**src/mps_pkg.sv**
```systemverilog
// package for the multiphase pwm sequencer: constants and carrier types
package mps_pkg;
    localparam int MAX_CHANNELS = 4;
    localparam int PERIOD_W = 16;
    // default interval length in clk cycles (freq select resistor gives the rate)
    localparam logic [PERIOD_W-1:0] DEFAULT_PERIOD = 16'h0064;
    // cycles after reset release before straps are caught
    localparam logic [3:0] STRAP_SETTLE = 4'h4;
    localparam logic [2:0] CHAN_RESET = 3'h4;

    // analog-facing comparator results: per channel crossings plus one shared droop trip
    typedef struct packed {
        logic [MAX_CHANNELS-1:0] crossAbove; // corrected error above ramp
        logic droopTrip;                     // fast droop beyond trip level
    } mps_analog_t;

    typedef enum logic [1:0] {
        MPS_SETTLE,
        MPS_RUN
    } mps_mode_t;

    typedef struct packed {
        mps_mode_t mode;
        logic [3:0] settleCnt;
        logic [2:0] activeChans;
        logic [PERIOD_W-1:0] phaseCnt;
        logic [MAX_CHANNELS-1:0] rosePending;  // rise already used this interval
        logic [MAX_CHANNELS-1:0] pwm;
        logic [MAX_CHANNELS-1:0] intervalStart;
        logic [MAX_CHANNELS-1:0] pulseEnd;
        logic droopAllOn;
        logic nbPwm;
        logic nbRose;
        logic [1:0] stA;
        logic [1:0] stB;
        logic [2:0] strapA;
        logic [2:0] strapB;
    } mps_state_t;
endpackage

```
**src/mps_sequencer.sv**
```systemverilog
// multiphase pwm sequencer: interval clock, interleave, pulse position, droop all-on
// Function
// - active channel intervals are evenly spread, offset by period over channel count.
// - with three channels each fires a third of a period after the one before.
// - a channel's cycle runs from one pulse end to its next pulse end.
// - an interval clock of one switching period bounds where a pulse may occur.
// - pwm may rise anywhere in its interval and fall any time after rising.
// - comparison of corrected error against ramp starts at each interval start.
// - pwm is held low while the corrected error is below the ramp.
// - pwm goes high on the crossing and stays high until the next crossing.
// - low pwm means low-side on, high pwm means high-side on, in the gate driver.
// - pwm rises at most once per interval.
// - a fast droop trip forces all active channels high together.
// - channels fire in ascending order one to four, one to three or one to two.
// - strap pins choose four, three, two or one active channel.
// - channel offsets follow the detected channel count.
// - an independent single-phase northbridge pwm is provided.
module mps_sequencer
    import mps_pkg::*;
#(
    parameter logic [PERIOD_W-1:0] PERIOD_CYCLES = DEFAULT_PERIOD
) (
    input wire logic clk,
    input wire logic rst,
    input wire logic chan2_detect_pin,
    input wire logic chan3_detect_pin,
    input wire logic chan4_detect_pin,
    input wire mps_analog_t coreCmp,
    input wire logic nbCrossAbove,
    output logic [MAX_CHANNELS-1:0] corePwm,
    output logic [MAX_CHANNELS-1:0] chanActive,
    output logic [MAX_CHANNELS-1:0] cycleEnd,
    output logic fast_droop_all_on,
    output logic nbPwm
);
    mps_state_t s_q;
    mps_state_t s_d;

    // offset of channel idx for n active channels
    function automatic logic [PERIOD_W-1:0] chanOffset(input logic [2:0] n,
                                                       input int idx);
        logic [PERIOD_W+1:0] prod;
        prod = 18'(PERIOD_CYCLES) * 18'(idx);
        case (n)
            3'h2: chanOffset = PERIOD_W'(prod / 18'h2);
            3'h3: chanOffset = PERIOD_W'(prod / 18'h3);
            3'h4: chanOffset = PERIOD_W'(prod / 18'h4);
            default: chanOffset = '0;
        endcase
    endfunction

    // strap decode into channel count
    function automatic logic [2:0] strapCount(input logic [2:0] p);
        if (p[2] && p[1] && p[0]) begin
            strapCount = 3'h1;
        end else if (p[2] && p[1]) begin
            strapCount = 3'h2;
        end else if (p[2]) begin
            strapCount = 3'h3;
        end else begin
            strapCount = 3'h4;
        end
    endfunction

    // next state
    always_comb begin
        s_d = s_q;
        s_d.strapA = {chan4_detect_pin, chan3_detect_pin, chan2_detect_pin};
        s_d.strapB = s_q.strapA;
        s_d.stA = {coreCmp.droopTrip, nbCrossAbove};
        s_d.stB = s_q.stA;
        s_d.intervalStart = '0;
        s_d.pulseEnd = '0;
        // interval clock free runs once per switching period
        if (s_q.phaseCnt == PERIOD_CYCLES - 1'b1) begin
            s_d.phaseCnt = '0;
        end else begin
            s_d.phaseCnt = s_q.phaseCnt + 1'b1;
        end
        case (s_q.mode)
            MPS_SETTLE: begin
                s_d.settleCnt = s_q.settleCnt + 1'b1;
                s_d.pwm = '0;
                s_d.droopAllOn = 1'b0;
                if (s_q.settleCnt == STRAP_SETTLE) begin
                    s_d.activeChans = strapCount(s_q.strapB);
                    s_d.mode = MPS_RUN;
                end
            end
            MPS_RUN: begin
                s_d.droopAllOn = s_q.stB[1];
                for (int i = 0; i < MAX_CHANNELS; i++) begin
                    if (3'(i) < s_q.activeChans) begin
                        // ascending order, evenly spaced starts
                        if (s_q.phaseCnt == chanOffset(s_q.activeChans, i)) begin
                            s_d.intervalStart[i] = 1'b1;
                            s_d.rosePending[i] = 1'b0;
                        end
                        if (s_q.stB[1]) begin
                            s_d.pwm[i] = 1'b1;
                        end else if (!s_q.pwm[i]) begin
                            // rise on crossing, once per interval
                            if (coreCmp.crossAbove[i] && !s_d.rosePending[i]) begin
                                s_d.pwm[i] = 1'b1;
                                s_d.rosePending[i] = 1'b1;
                            end
                        end else if (!coreCmp.crossAbove[i]) begin
                            // next crossing ends the pulse
                            s_d.pwm[i] = 1'b0;
                            s_d.pulseEnd[i] = 1'b1;
                        end
                    end else begin
                        s_d.pwm[i] = 1'b0;
                        s_d.rosePending[i] = 1'b0;
                    end
                end
                // northbridge single phase on its own interval at offset zero
                if (s_q.phaseCnt == '0) begin
                    s_d.nbRose = 1'b0;
                end
                if (!s_q.nbPwm && s_q.stB[0] && !(s_q.nbRose && s_q.phaseCnt != '0)) begin
                    s_d.nbPwm = 1'b1;
                    s_d.nbRose = 1'b1;
                end else if (s_q.nbPwm && !s_q.stB[0]) begin
                    s_d.nbPwm = 1'b0;
                end
            end
            default: s_d.mode = MPS_SETTLE;
        endcase
    end

    // state register
    always_ff @(posedge clk or posedge rst) begin
        if (rst) begin
            s_q <= '0;
            s_q.mode <= MPS_SETTLE;
            s_q.activeChans <= CHAN_RESET;
        end else begin
            s_q <= s_d;
        end
    end

    // outputs straight from flops; driver maps high to high-side on
    assign corePwm = s_q.pwm;
    assign cycleEnd = s_q.pulseEnd;
    assign fast_droop_all_on = s_q.droopAllOn;
    assign nbPwm = s_q.nbPwm;
    logic [MAX_CHANNELS-1:0] actMask_q;
    always_ff @(posedge clk or posedge rst) begin
        if (rst) begin
            actMask_q <= '0;
        end else begin
            for (int i = 0; i < MAX_CHANNELS; i++) begin
                actMask_q[i] <= (s_q.mode == MPS_RUN) && (3'(i) < s_q.activeChans);
            end
        end
    end
    assign chanActive = actMask_q;

    // checks: each property watches the registered state, the top outputs or the comparator inputs
    // reset aborts every property, so a mid-run reset never reports stale history

    // a rise outside the interval start must find the used-rise flag set
    chk_single_rise_interval: assert property (@(posedge clk) disable iff (rst)
        (s_q.mode == MPS_RUN && !s_q.stB[1] && $rose(s_q.pwm[0]) && !s_q.intervalStart[0])
        |-> s_q.rosePending[0])
        else $error("channel rose twice in one interval");

    // a held droop trip keeps every active channel high
    chk_droop_all_high: assert property (@(posedge clk) disable iff (rst)
        (s_q.mode == MPS_RUN && s_q.stB[1]) |=> ((s_q.pwm & actMask_q) == actMask_q || !$past(s_q.stB[1]) || s_q.mode != MPS_RUN))
        else $error("droop trip did not force active channels high");

    // channels outside the strapped count never switch
    chk_inactive_low: assert property (@(posedge clk) disable iff (rst)
        (corePwm & ~chanActive) == '0 || $changed(chanActive))
        else $error("inactive channel driven");

    // strap changes after start are ignored
    chk_strap_fixed: assert property (@(posedge clk) disable iff (rst)
        (s_q.mode == MPS_RUN && $past(s_q.mode) == MPS_RUN) |-> $stable(s_q.activeChans))
        else $error("channel count changed after start");

    // below the ramp a low channel stays low
    chk_low_below_ramp: assert property (@(posedge clk) disable iff (rst)
        (s_q.mode == MPS_RUN && !s_q.pwm[0] && !coreCmp.crossAbove[0] && !s_q.stB[1])
        |=> !s_q.pwm[0])
        else $error("pwm rose while below ramp");

    // the return crossing ends the pulse and flags the cycle end
    chk_fall_on_cross: assert property (@(posedge clk) disable iff (rst)
        (s_q.mode == MPS_RUN && s_q.pwm[0] && !coreCmp.crossAbove[0] && !s_q.stB[1]
         && chanActive[0]) |=> (!s_q.pwm[0] && cycleEnd[0]))
        else $error("pwm did not fall on crossing");

    // interval counter steps by one after wrapping
    chk_interval_period: assert property (@(posedge clk) disable iff (rst)
        (s_q.phaseCnt == '0) |=> (s_q.phaseCnt == PERIOD_W'(1) || PERIOD_CYCLES == 1))
        else $error("interval counter skipped");

    // four channels: the second interval opens a quarter period in
    chk_order_offsets: assert property (@(posedge clk) disable iff (rst)
        (s_q.mode == MPS_RUN && s_q.activeChans == 3'h4 && s_q.phaseCnt == PERIOD_CYCLES / 4)
        |=> s_q.intervalStart[1])
        else $error("channel two start misplaced");

    // northbridge rise is recorded against its interval
    chk_nb_once: assert property (@(posedge clk) disable iff (rst)
        $rose(s_q.nbPwm) |-> (s_q.nbRose))
        else $error("northbridge rise not recorded");

    // a rise not caused by droop needs the comparator above the ramp
    chk_rise_needs_cross: assert property (@(posedge clk) disable iff (rst)
        ($rose(s_q.pwm[0]) && !$past(s_q.stB[1]))
        |-> $past(coreCmp.crossAbove[0]))
        else $error("pwm rose without a crossing");

    // all-on flag follows the synchronised trip one edge later
    chk_droop_flag_follow: assert property (@(posedge clk) disable iff (rst)
        (s_q.mode == MPS_RUN)
        |=> (fast_droop_all_on == $past(s_q.stB[1])))
        else $error("droop flag out of step");

    // interval counter never reaches the period length
    chk_phase_bound: assert property (@(posedge clk) disable iff (rst)
        s_q.phaseCnt < PERIOD_CYCLES)
        else $error("interval counter out of range");

    // channel one opens its interval at count zero
    chk_start_chan_one: assert property (@(posedge clk) disable iff (rst)
        (s_q.mode == MPS_RUN && s_q.phaseCnt == '0)
        |=> s_q.intervalStart[0])
        else $error("channel one start misplaced");

    // two channels: second interval opens half a period in
    chk_two_phase_half: assert property (@(posedge clk) disable iff (rst)
        (s_q.mode == MPS_RUN && s_q.activeChans == 3'h2 && s_q.phaseCnt == PERIOD_CYCLES / 2)
        |=> s_q.intervalStart[1])
        else $error("two channel offset misplaced");

    // three channels: second interval opens a third of a period in
    chk_three_phase_third: assert property (@(posedge clk) disable iff (rst)
        (s_q.mode == MPS_RUN && s_q.activeChans == 3'h3 && s_q.phaseCnt == PERIOD_CYCLES / 3)
        |=> s_q.intervalStart[1])
        else $error("three channel offset misplaced");

    // three channels: third interval follows at two thirds
    chk_three_phase_last: assert property (@(posedge clk) disable iff (rst)
        (s_q.mode == MPS_RUN && s_q.activeChans == 3'h3
         && s_q.phaseCnt == 2 * PERIOD_CYCLES / 3)
        |=> s_q.intervalStart[2])
        else $error("three channel order broken");

    // four channels: last interval opens at three quarters
    chk_four_phase_last: assert property (@(posedge clk) disable iff (rst)
        (s_q.mode == MPS_RUN && s_q.activeChans == 3'h4
         && s_q.phaseCnt == 3 * PERIOD_CYCLES / 4)
        |=> s_q.intervalStart[3])
        else $error("four channel order broken");

    // cycle end marker lasts a single clock
    chk_end_one_cycle: assert property (@(posedge clk) disable iff (rst)
        cycleEnd[0] |=> !cycleEnd[0])
        else $error("cycle end held too long");

    // cycle end only marks a terminated pulse
    chk_end_after_fall: assert property (@(posedge clk) disable iff (rst)
        cycleEnd[0] |-> !corePwm[0])
        else $error("cycle end while pulse high");

    // northbridge pulse ends when its comparator drops
    chk_nb_fall: assert property (@(posedge clk) disable iff (rst)
        (s_q.mode == MPS_RUN && s_q.nbPwm && !s_q.stB[0])
        |=> !s_q.nbPwm)
        else $error("northbridge pulse did not end");

    // nothing switches while straps settle
    chk_settle_quiet: assert property (@(posedge clk) disable iff (rst)
        (s_q.mode == MPS_SETTLE) |-> (s_q.pwm == '0 && !s_q.nbPwm))
        else $error("output switched before straps caught");

    // decoded channel count is always one to four
    chk_active_count_legal: assert property (@(posedge clk) disable iff (rst)
        s_q.activeChans inside {3'h1, 3'h2, 3'h3, 3'h4})
        else $error("illegal channel count");

    // inactive channels never report a cycle end
    chk_inactive_no_end: assert property (@(posedge clk) disable iff (rst)
        (cycleEnd & ~chanActive) == '0)
        else $error("cycle end on inactive channel");

    // cover points for the main scenarios
    cov_droop: cover property (@(posedge clk) disable iff (rst) $rose(fast_droop_all_on));
    cov_three: cover property (@(posedge clk) disable iff (rst) s_q.activeChans == 3'h3 && corePwm[2]);
    cov_pulse: cover property (@(posedge clk) disable iff (rst) cycleEnd[0]);
    cov_two: cover property (@(posedge clk) disable iff (rst) s_q.activeChans == 3'h2 && corePwm[1]);
    cov_single: cover property (@(posedge clk) disable iff (rst) s_q.activeChans == 3'h1 && cycleEnd[0]);
endmodule

```
**config.mk**
```make
export PLATFORM = sky130hd
export DESIGN_NAME = mps_sequencer
export DESIGN_NICKNAME = d
export VERILOG_FILES = /design/src/mps_pkg.sv /design/src/mps_sequencer.sv
export SDC_FILE = /design/constraint.sdc
export NUM_CORES = 1
export LEC_CHECK = 0
export BUFFER_PORTS_ARGS = -buffer_cell sky130_fd_sc_hd__buf_2
export CAP_MARGIN = 20
export CELL_PAD_IN_SITES_DETAIL_PLACEMENT = 1
export CELL_PAD_IN_SITES_GLOBAL_PLACEMENT = 2
export CORE_AREA = 2 2 83 85
export CTS_CLUSTER_DIAMETER = 80
export CTS_CLUSTER_SIZE = 20
export DETAILED_ROUTE_END_ITERATION = 12
export DIE_AREA = 0 0 85 87
export PLACE_DENSITY = 0.81
export SYNTH_ARGS = -nofsm -noshare
export SYNTH_HDL_FRONTEND = slang
export SYNTH_SLANG_ARGS = --single-unit
export TNS_END_PERCENT = 1
```
**constraint.sdc**
```tcl
create_clock -name clk -period 3.75 [get_ports clk]
set_clock_uncertainty 0.15 [all_clocks]
set_input_delay 0.375 -clock clk [delete_from_list [all_inputs] [get_ports clk]]
set_output_delay 0.375 -clock clk [all_outputs]
set_load 0.02 [all_outputs]
```
==> summary.txt, run 1 <==
Final layout
  – # diodes: 0
  – Final Cell Area: 2720 sq um
  – Final Non-Filler Cells: 339
  – Area Growth Syn to Fin: 8.97%
  – Fraction of layout instances using a drive strength above 1: 0.143
  – Sequential cell area: 1330 sq um
  – Fill count: 750
  – Multi-input combinational cell area: 1010 sq um
  – Nets: between 200 and 300

Power
  – PD cells: 370 nW/um^2
  – Power Total: roughly 1.0 mW
  – VDD IR max: 0.000194 V
  – Leakage Power: 1.24 nW

Outcome
  – Status: finished, final reports clean

Detailed routing
  – DR DRC count: 0
  – DRC marker count from the first detailed-route iteration: ~130
  – Final wirelength: 4800 um
  – Routed Antenna Nets: 0
  – Pre-antenna DRT Iters: 4
  – Vias: 1740
  – DR WL/cell: between 10 and 15 um
  – Via-per-instance ratio: approximately 5.1

Placement
  – GP Congestion: approximately 0.8
  – Dpl cells: 329
  – PortBufs: 24
  – Hpwl dp: 3340 um
  – Post-DP Area: 2610 sq um

Global route
  – Vias in the first global route: approximately 1700
  – Congestion Overflow GR: 0
  – Total track usage: 0.139
  – Global-route wire length before repair: 8400 um
  – Initial antenna violation count: 0
  – Largest net degree at the start of global routing: 52

STA
  – Setup TNS Final: 0 ns
  – Fin. Hold Viols: 0
  – Least-Margin Pin Slew: 0.791 ns
  – Tcrit/Tclk final: 0.613
  – Highest achievable clock rate: 0.435 GHz
  – # setup viols final: 0
  – Min Tclk post-route: 2.30 ns
  – Max Slew Vio Count: 0
  – Worst slew margin: 0.468
  – Unrepaired setup endpoints after global routing: no

CTS
  – Reg clk slew, reported paths: about 0.1 ns
  – CTS Sinks: 53
  – Post-CTS Setup Bufs: 0
  – Clk Latency, worst-skew pair: 0.30 ns
  – H-tree Lvls: 2
  – Total CTS buffers: 5
  – Clk buf depth: 2
  – Root Buffer Master: clkbuf_8
  – CTS tree: built

Yosys
  – Synth Cell Area: roughly 2500 sq um
  – Seq cells post-synth: 53
  – Post-synth cell types: 50
  – Synth warn: 0
  – EDFF count, synth: 0
  – Avg Cell Area, Syn: between 10 and 15 sq um
  – Post-synthesis cell count: 244
  – Post-synthesis sequential area ratio: 0.532
  – Synth Flop Type: dfrtp_1
  – Net count after synthesis: 259
  – Post-synth ARST share: 1.00

Critical path
  – Crit-path max cell delay: just under 0.7 ns
  – Crit. End Element: flop
  – Critical-path cell list: nor3b_1 -> a2bb2oi_1 -> a2111oi_0 -> o311ai_1 -> a31o_1
  – Kind of cell adding the most delay to the critical path: compound AO/OA/AOI/OAI gates
  – Req. time, crit path: 3.80 ns
  – CP bufs+invs: 0
  – Slowest-stage cell, CP: dfstp_2
  – Crit path max fanout: 16
  – WS Path Type: flop to flop
  – CP startpoint kind: flop
  – Worst path arrival time: 2.35 ns

Floorplanning
  – Top-Level Pins: 25
  – Die area: 7400 sq um
  – Die extent in y: 87 um
  – Rows: 30
  – Core area: 6570 sq um
  – Chip width: ~85 um
  – Initial core utilization: 0.380

Job
  – Max capacitance violation total: 0

Hold path
  – Tightest Hold Check Type: input pin to flop
## cells in the mapped netlist (3+ instances only)
| library cell | instances | area (sq um) |
|---|---|---|
| dfrtp_1 | 52 | 1300 |
| clkbuf_1 | 3 | 11.3 |
| xnor2_1 | 16 | 140 |
| ha_1 | 4 | 50.1 |
| or3_1 | 4 | 25.0 |
| nor4_1 | 5 | 31.3 |
| inv_1 | 10 | 37.5 |
| o21ai_0 | 11 | 55.1 |
| and3_1 | 6 | 37.5 |
| a21oi_1 | 5 | 25.0 |
| buf_2 | 8 | 40.0 |
| nand3_1 | 8 | 40.0 |
| nor2b_1 | 4 | 25.0 |
| nor3_1 | 3 | 15.0 |
| a31oi_1 | 4 | 25.0 |
| nor2_1 | 24 | 90.1 |
| buf_4 | 9 | 67.6 |
| nand4_1 | 3 | 18.8 |
| xor2_1 | 4 | 35.0 |
| nand2b_1 | 6 | 37.5 |
| nand2_1 | 19 | 71.3 |
## cell families (layout without fill, tap and decap cells)
kind of cell,after synthesis,after routing,synth area share
simple gates,93,93,0.191
mux,2,2,0.00852
buf+inv,30,45,0.0626
fa+ha+maj,4,4,0.0200
compound gates,42,42,0.116
flops,53,53,0.532
xor+xnor,20,20,0.0701
## worst register-to-register path: stages, from the launching register on
cell and delay (ns):
dfstp_2 0.69, nor3b_1 0.33, a2bb2oi_1 0.12, a2111oi_0 0.43
o311ai_1 0.22, a31o_1 0.25
## state kept, by name, indices dropped and copies added, names as in the netlist
register,cells
corePwm,4
fast_droop_all_on,1
cycleEnd,4
chanActive,4
s_q,34
nbPwm,1
s_d,5
## routing by layer
metal,GRT usage,part of all wire,vias up
li1,-,-,857
met1,0.203,0.52,865
met2,0.212,0.46,16
met3,0.0303,0.020,2
met4,0.0346,0.0065,0
met5,0,0,-
## repair_timing
| action | CTS | global route |
|---|---|---|
| hold endpoints to repair | 0 | 23 |
| hold buffers | 0 | 1 |
| gates resized for setup | 0 | 0 |
## per-stage QoR
stage,util,hold WS [ns],setup slack [ns]
after floorplan,-,0.181,1.81
after global placement,0.397,0.183,1.56
after detailed placement,0.397,0.186,1.48
after CTS,0.410,0.0133,1.46
after global routing,0.414,0.00830,1.14
final,0.414,0.0255,1.45
## layout make-up
type | instances | area share
sequential | 53 | 0.488
inverter | 10 | 0.0138
tap | 80 | 0.0368
clock buffer | 7 | 0.0280
clock inverter | 1 | 0.00322
multi-input combinational | 161 | 0.372
timing repair buffer | 27 | 0.0579
## report_power, final
group | internal [mW] | leakage, nW | switching, mW | total (mW)
registers | 0.593 | 0.647 | 0.0195 | 0.612
clock network | 0.134 | 0.0424 | 0.179 | 0.313
logic | 0.0333 | 0.554 | 0.0468 | 0.0801
## cell usage in the layout, fill, tap and decap left out, types with 2 or more instances in the layout
master / synthesis / routed
a21oi_1: 5 / 5
a22oi_1: 2 / 2
a2bb2oi_1: 2 / 2
a31o_1: 2 / 2
a31oi_1: 4 / 4
and3_1: 6 / 6
buf_2: 8 / 24
clkbuf_1: 3 / 2
clkbuf_8: 0 / 5
dfrtp_1: 52 / 52
ha_1: 4 / 4
inv_1: 10 / 9
nand2_1: 19 / 19
nand2b_1: 6 / 6
nand3_1: 8 / 8
nand3b_1: 2 / 2
nand4_1: 3 / 3
nor2_1: 24 / 24
nor2b_1: 4 / 4
nor3_1: 3 / 3
nor3b_1: 2 / 2
nor4_1: 5 / 5
nor4b_1: 2 / 2
o21a_1: 2 / 2
o21ai_0: 11 / 11
or3_1: 4 / 4
xnor2_1: 16 / 16
xor2_1: 4 / 4
## worst paths after layout
kind | from | end | slack (ns) | depth (start not counted)
worst max-delay path | s_q[47] | s_q[27] | 1.45 | 5
worst min-delay path | nbCrossAbove | s_d[6] | 0.03 | 1
worst max register to register | s_q[47] | s_q[27] | 1.45 | 5
worst min register to register | s_d[2] | s_q[2] | 0.20 | 0
max in group asynchronous | rst | s_q[47] | 2.21 | 5
min in group asynchronous | rst | s_q[52] | 0.51 | 3
(Power assumes the default switching activity.)
==> run 2: changes to the inputs <==
--- a/config.mk
+++ b/config.mk
@@ -9,12 +9,12 @@
 export CAP_MARGIN = 20
 export CELL_PAD_IN_SITES_DETAIL_PLACEMENT = 1
 export CELL_PAD_IN_SITES_GLOBAL_PLACEMENT = 2
-export CORE_AREA = 2 2 83 85
+export CORE_AREA = 2 2 85 87
 export CTS_CLUSTER_DIAMETER = 80
 export CTS_CLUSTER_SIZE = 20
 export DETAILED_ROUTE_END_ITERATION = 12
-export DIE_AREA = 0 0 85 87
-export PLACE_DENSITY = 0.81
+export DIE_AREA = 0 0 87 89
+export PLACE_DENSITY = 0.78
 export SYNTH_ARGS = -nofsm -noshare
 export SYNTH_HDL_FRONTEND = slang
 export SYNTH_SLANG_ARGS = --single-unit
==> constraint.sdc (replaced) <==
create_clock -name clk -period 2.2 [get_ports clk]
set_clock_uncertainty 0.15 [all_clocks]
set_input_delay 0.22 -clock clk [delete_from_list [all_inputs] [get_ports clk]]
set_output_delay 0.22 -clock clk [all_outputs]
set_load 0.02 [all_outputs]
==> summary.txt, run 2 (same netlist as run 1, synthesis figures left out) <==
CTS
  – H-tree Lvls: 2 (unchanged)
  – Clk Latency, worst-skew pair: 0.31 ns (about the same)
  – CTS tree: built
  – Post-CTS Setup Bufs: 0 (unchanged)
  – Reg clk slew, reported paths: 0.10 ns (about the same)
  – CTS Sinks: 53 (unchanged)
  – Root Buffer Master: clkbuf_8
  – Clk buf depth: 2 (unchanged)
  – Total CTS buffers: 5 (unchanged)

Placement
  – Pre-CTS WS: -0.0212 ns (-1.50 ns)
  – Hpwl dp: 3850 um (+15%)
  – GP Congestion: 0.856 (+6.9%)
  – Dpl cells: 347 (+5.5%)
  – PortBufs: 24 (unchanged)

Power
  – Internal cell power: 1.34 mW (+76%)
  – Sequential share of power: 0.581 (-0.028)
  – PD cells: 609 nW/um^2 (+65%)
  – VDD IR max: 0.000336 V (+73%)
  – Clk network pwr share: 0.330 (+0.018)
  – Combinational share of power: 0.089 (+0.009)
  – Sw frac: 0.248 (+0.00393)
  – Leakage Power: 1.36 nW (+9.7%)
  – Net load switching power: 0.443 mW (+80%)

Final layout
  – Fill count: 764 (+1.9%)
  – Top reg by flops: s_q
  – Max reg flops: 34 (unchanged)
  – Final Non-Filler Cells: 362 (+6.8%)
  – Nets: 296 (+8.4%)
  – Area Growth Syn to Fin: 17.3%
  – Most common cell after layout, fill and taps aside: dfrtp_1
  – Most frequent cells in the layout: dfrtp_1 (52), nor2_1 (24), buf_2 (24)
  – # diodes: 0 (unchanged)
  – Fraction of layout instances using a drive strength above 1: 0.209 (+0.0664)

Global route
  – Initial antenna violation count: 0 (unchanged)
  – Vias in the first global route: 1870 (+7.3%)
  – GR Util met2: 0.241 (+0.0284)
  – Largest net degree at the start of global routing: 54 (+3.8%)
  – GR Util met3: 0.0286 (-0.00171)
  – Congestion Overflow GR: 0 (unchanged)
  – Total track usage: 0.149 (+0.0100)
  – Global-route wire length before repair: 8920 um (+6.2%)
  – Top Usage Layer GRT: met2
  – GR Util met1: 0.201 (-0.00161)

Detailed routing
  – DR DRC count: 0 (unchanged)
  – Via-per-instance ratio: 5.09 (-0.76%)
  – Final wirelength: 5270 um (+9.8%)
  – DRC marker count from the first detailed-route iteration: 39 (-71%)
  – DR WL/cell: 14.6 um (+2.9%)
  – Routed Antenna Nets: 0 (unchanged)
  – Pre-antenna DRT Iters: 4 (unchanged)
  – Vias: 1844 (+6.0%)

Floorplanning
  – Die extent in y: 89 um (+2.3%)
  – Initial core utilization: 0.372 (-0.00850)
  – Rows: 30 (unchanged)
  – Die area: 7740 sq um (+4.7%)
  – Chip width: 87 um (+2.4%)
  – Core area: 6720 sq um (+2.3%)
  – Top-Level Pins: 25 (unchanged)

Critical path
  – Worst r2r path cells: 5 (unchanged)
  – Crit path to: s_q[27]
  – Crit path max fanout: 7 (-9)
  – CP startpoint kind: flop
  – Req. time, crit path: 2.25 ns (-1.55 ns)
  – Worst r2r dst: s_q[27]
  – Worst path arrival time: 2.14 ns (-0.21 ns)
  – Crit. End Element: flop
  – WS Path Type: flop to flop
  – Worst R2R Start: s_q[47]
  – Worst setup startpoint: s_q[47]
  – Reg2reg setup slack: 0.11 ns (-1.34 ns)

STA
  – Tcrit/Tclk final: 0.948 (+0.335)
  – Least-Margin Pin Slew: 0.661 ns (-0.131 ns)
  – # setup viols final: 0 (unchanged)
  – Unrepaired setup endpoints after global routing: no
  – Min Tclk post-route: 2.09 ns (-0.213 ns)
  – Worst hold slack: 0.0905 ns (+0.0649 ns)
  – Worst slew margin: 0.560 (+0.0919)
  – Final worst slack: 0.114 ns (-1.34 ns)
  – Highest achievable clock rate: 0.479 GHz (+10%)
  – Max Slew Vio Count: 0 (unchanged)
  – Fin. Hold Viols: 0 (unchanged)

Outcome
  – Status: finished, final reports clean

Hold path
  – Tightest Hold Check Type: input pin to flop

Job
  – Max capacitance violation total: 0 (unchanged)
## run 2: cell count changes in the layout (fill, tap and decap cells not counted), sizes merged
cell / delta
dlygate4sd3: +6
buf: +17
inv: +1
clkbuf: -1
## run 2: per-layer routing
| metal | part of all wire | wire length, um |
|---|---|---|
| met1 | 0.48 | 2530 |
| met4 | 0.016 | 83 |
| met2 | 0.48 | 2520 |
| met5 | 0 | 0 |
| met3 | 0.025 | 134 |
## run 2: final cells by class
type / instances / area, sq um / share of cell area
clock inverter: 2 / 17.5 / 0.00598
tap: 80 / 100 / 0.0342
clock buffer: 6 / 82.6 / 0.0282
multi-input combinational: 161 / 1030 / 0.352
timing repair buffer: 50 / 333 / 0.114
inverter: 10 / 37.5 / 0.0128
sequential: 53 / 1330 / 0.453
## run 2: critical path, cell delays in order, from the launching register on
cell and delay, ns:
dfstp_2 0.58, nor3b_2 0.23, a2bb2oi_1 0.10, a2111oi_1 0.46
o311ai_1 0.20, a31o_1 0.25
## run 2: power groups by stage
stage          logic (mW)  registers, mW  clock network [mW]
6_report            0.159           1.04               0.589
5_1_grt             0.179           1.04               0.654
4_1_cts             0.163           1.04               0.619
3_5_place_dp        0.153           1.06                   0
3_3_place_gp        0.151           1.05                   0
2_1_floorplan       0.109           1.05                   0
## run 2: worst min-delay path by stage
| stage | from | cells after the start | to |
|---|---|---|---|
| detailed placement | nbCrossAbove | 1 | s_d[6] |
| floorplan | chan2_detect_pin | 0 | s_d[0] |
| global route | coreCmp[4] | 3 | cycleEnd[3] |
| finish | coreCmp[2] | 3 | cycleEnd[1] |
| CTS | coreCmp[2] | 3 | cycleEnd[1] |
| global placement | chan4_detect_pin | 1 | s_d[2] |
## run 2: stage by stage
step	area (sq um)	power, mW	TNS (ns)	util
after floorplan	2500	1.16	0	-
after global placement	2740	1.20	0	0.408
after detailed placement	2740	1.21	-0.0212	0.408
after CTS	2920	1.82	0	0.434
after global routing	2930	1.87	0	0.436
final	2930	1.78	0	0.436
## run 2: what timing repair did
action | 4_1_cts | 5_1_grt
hold buffers | 7 | 0
setup endpoints to repair | 1 | 1
endpoints found under the hold margin | 58 | 0
pin swaps | 0 | 0
resized for setup | 2 | 2
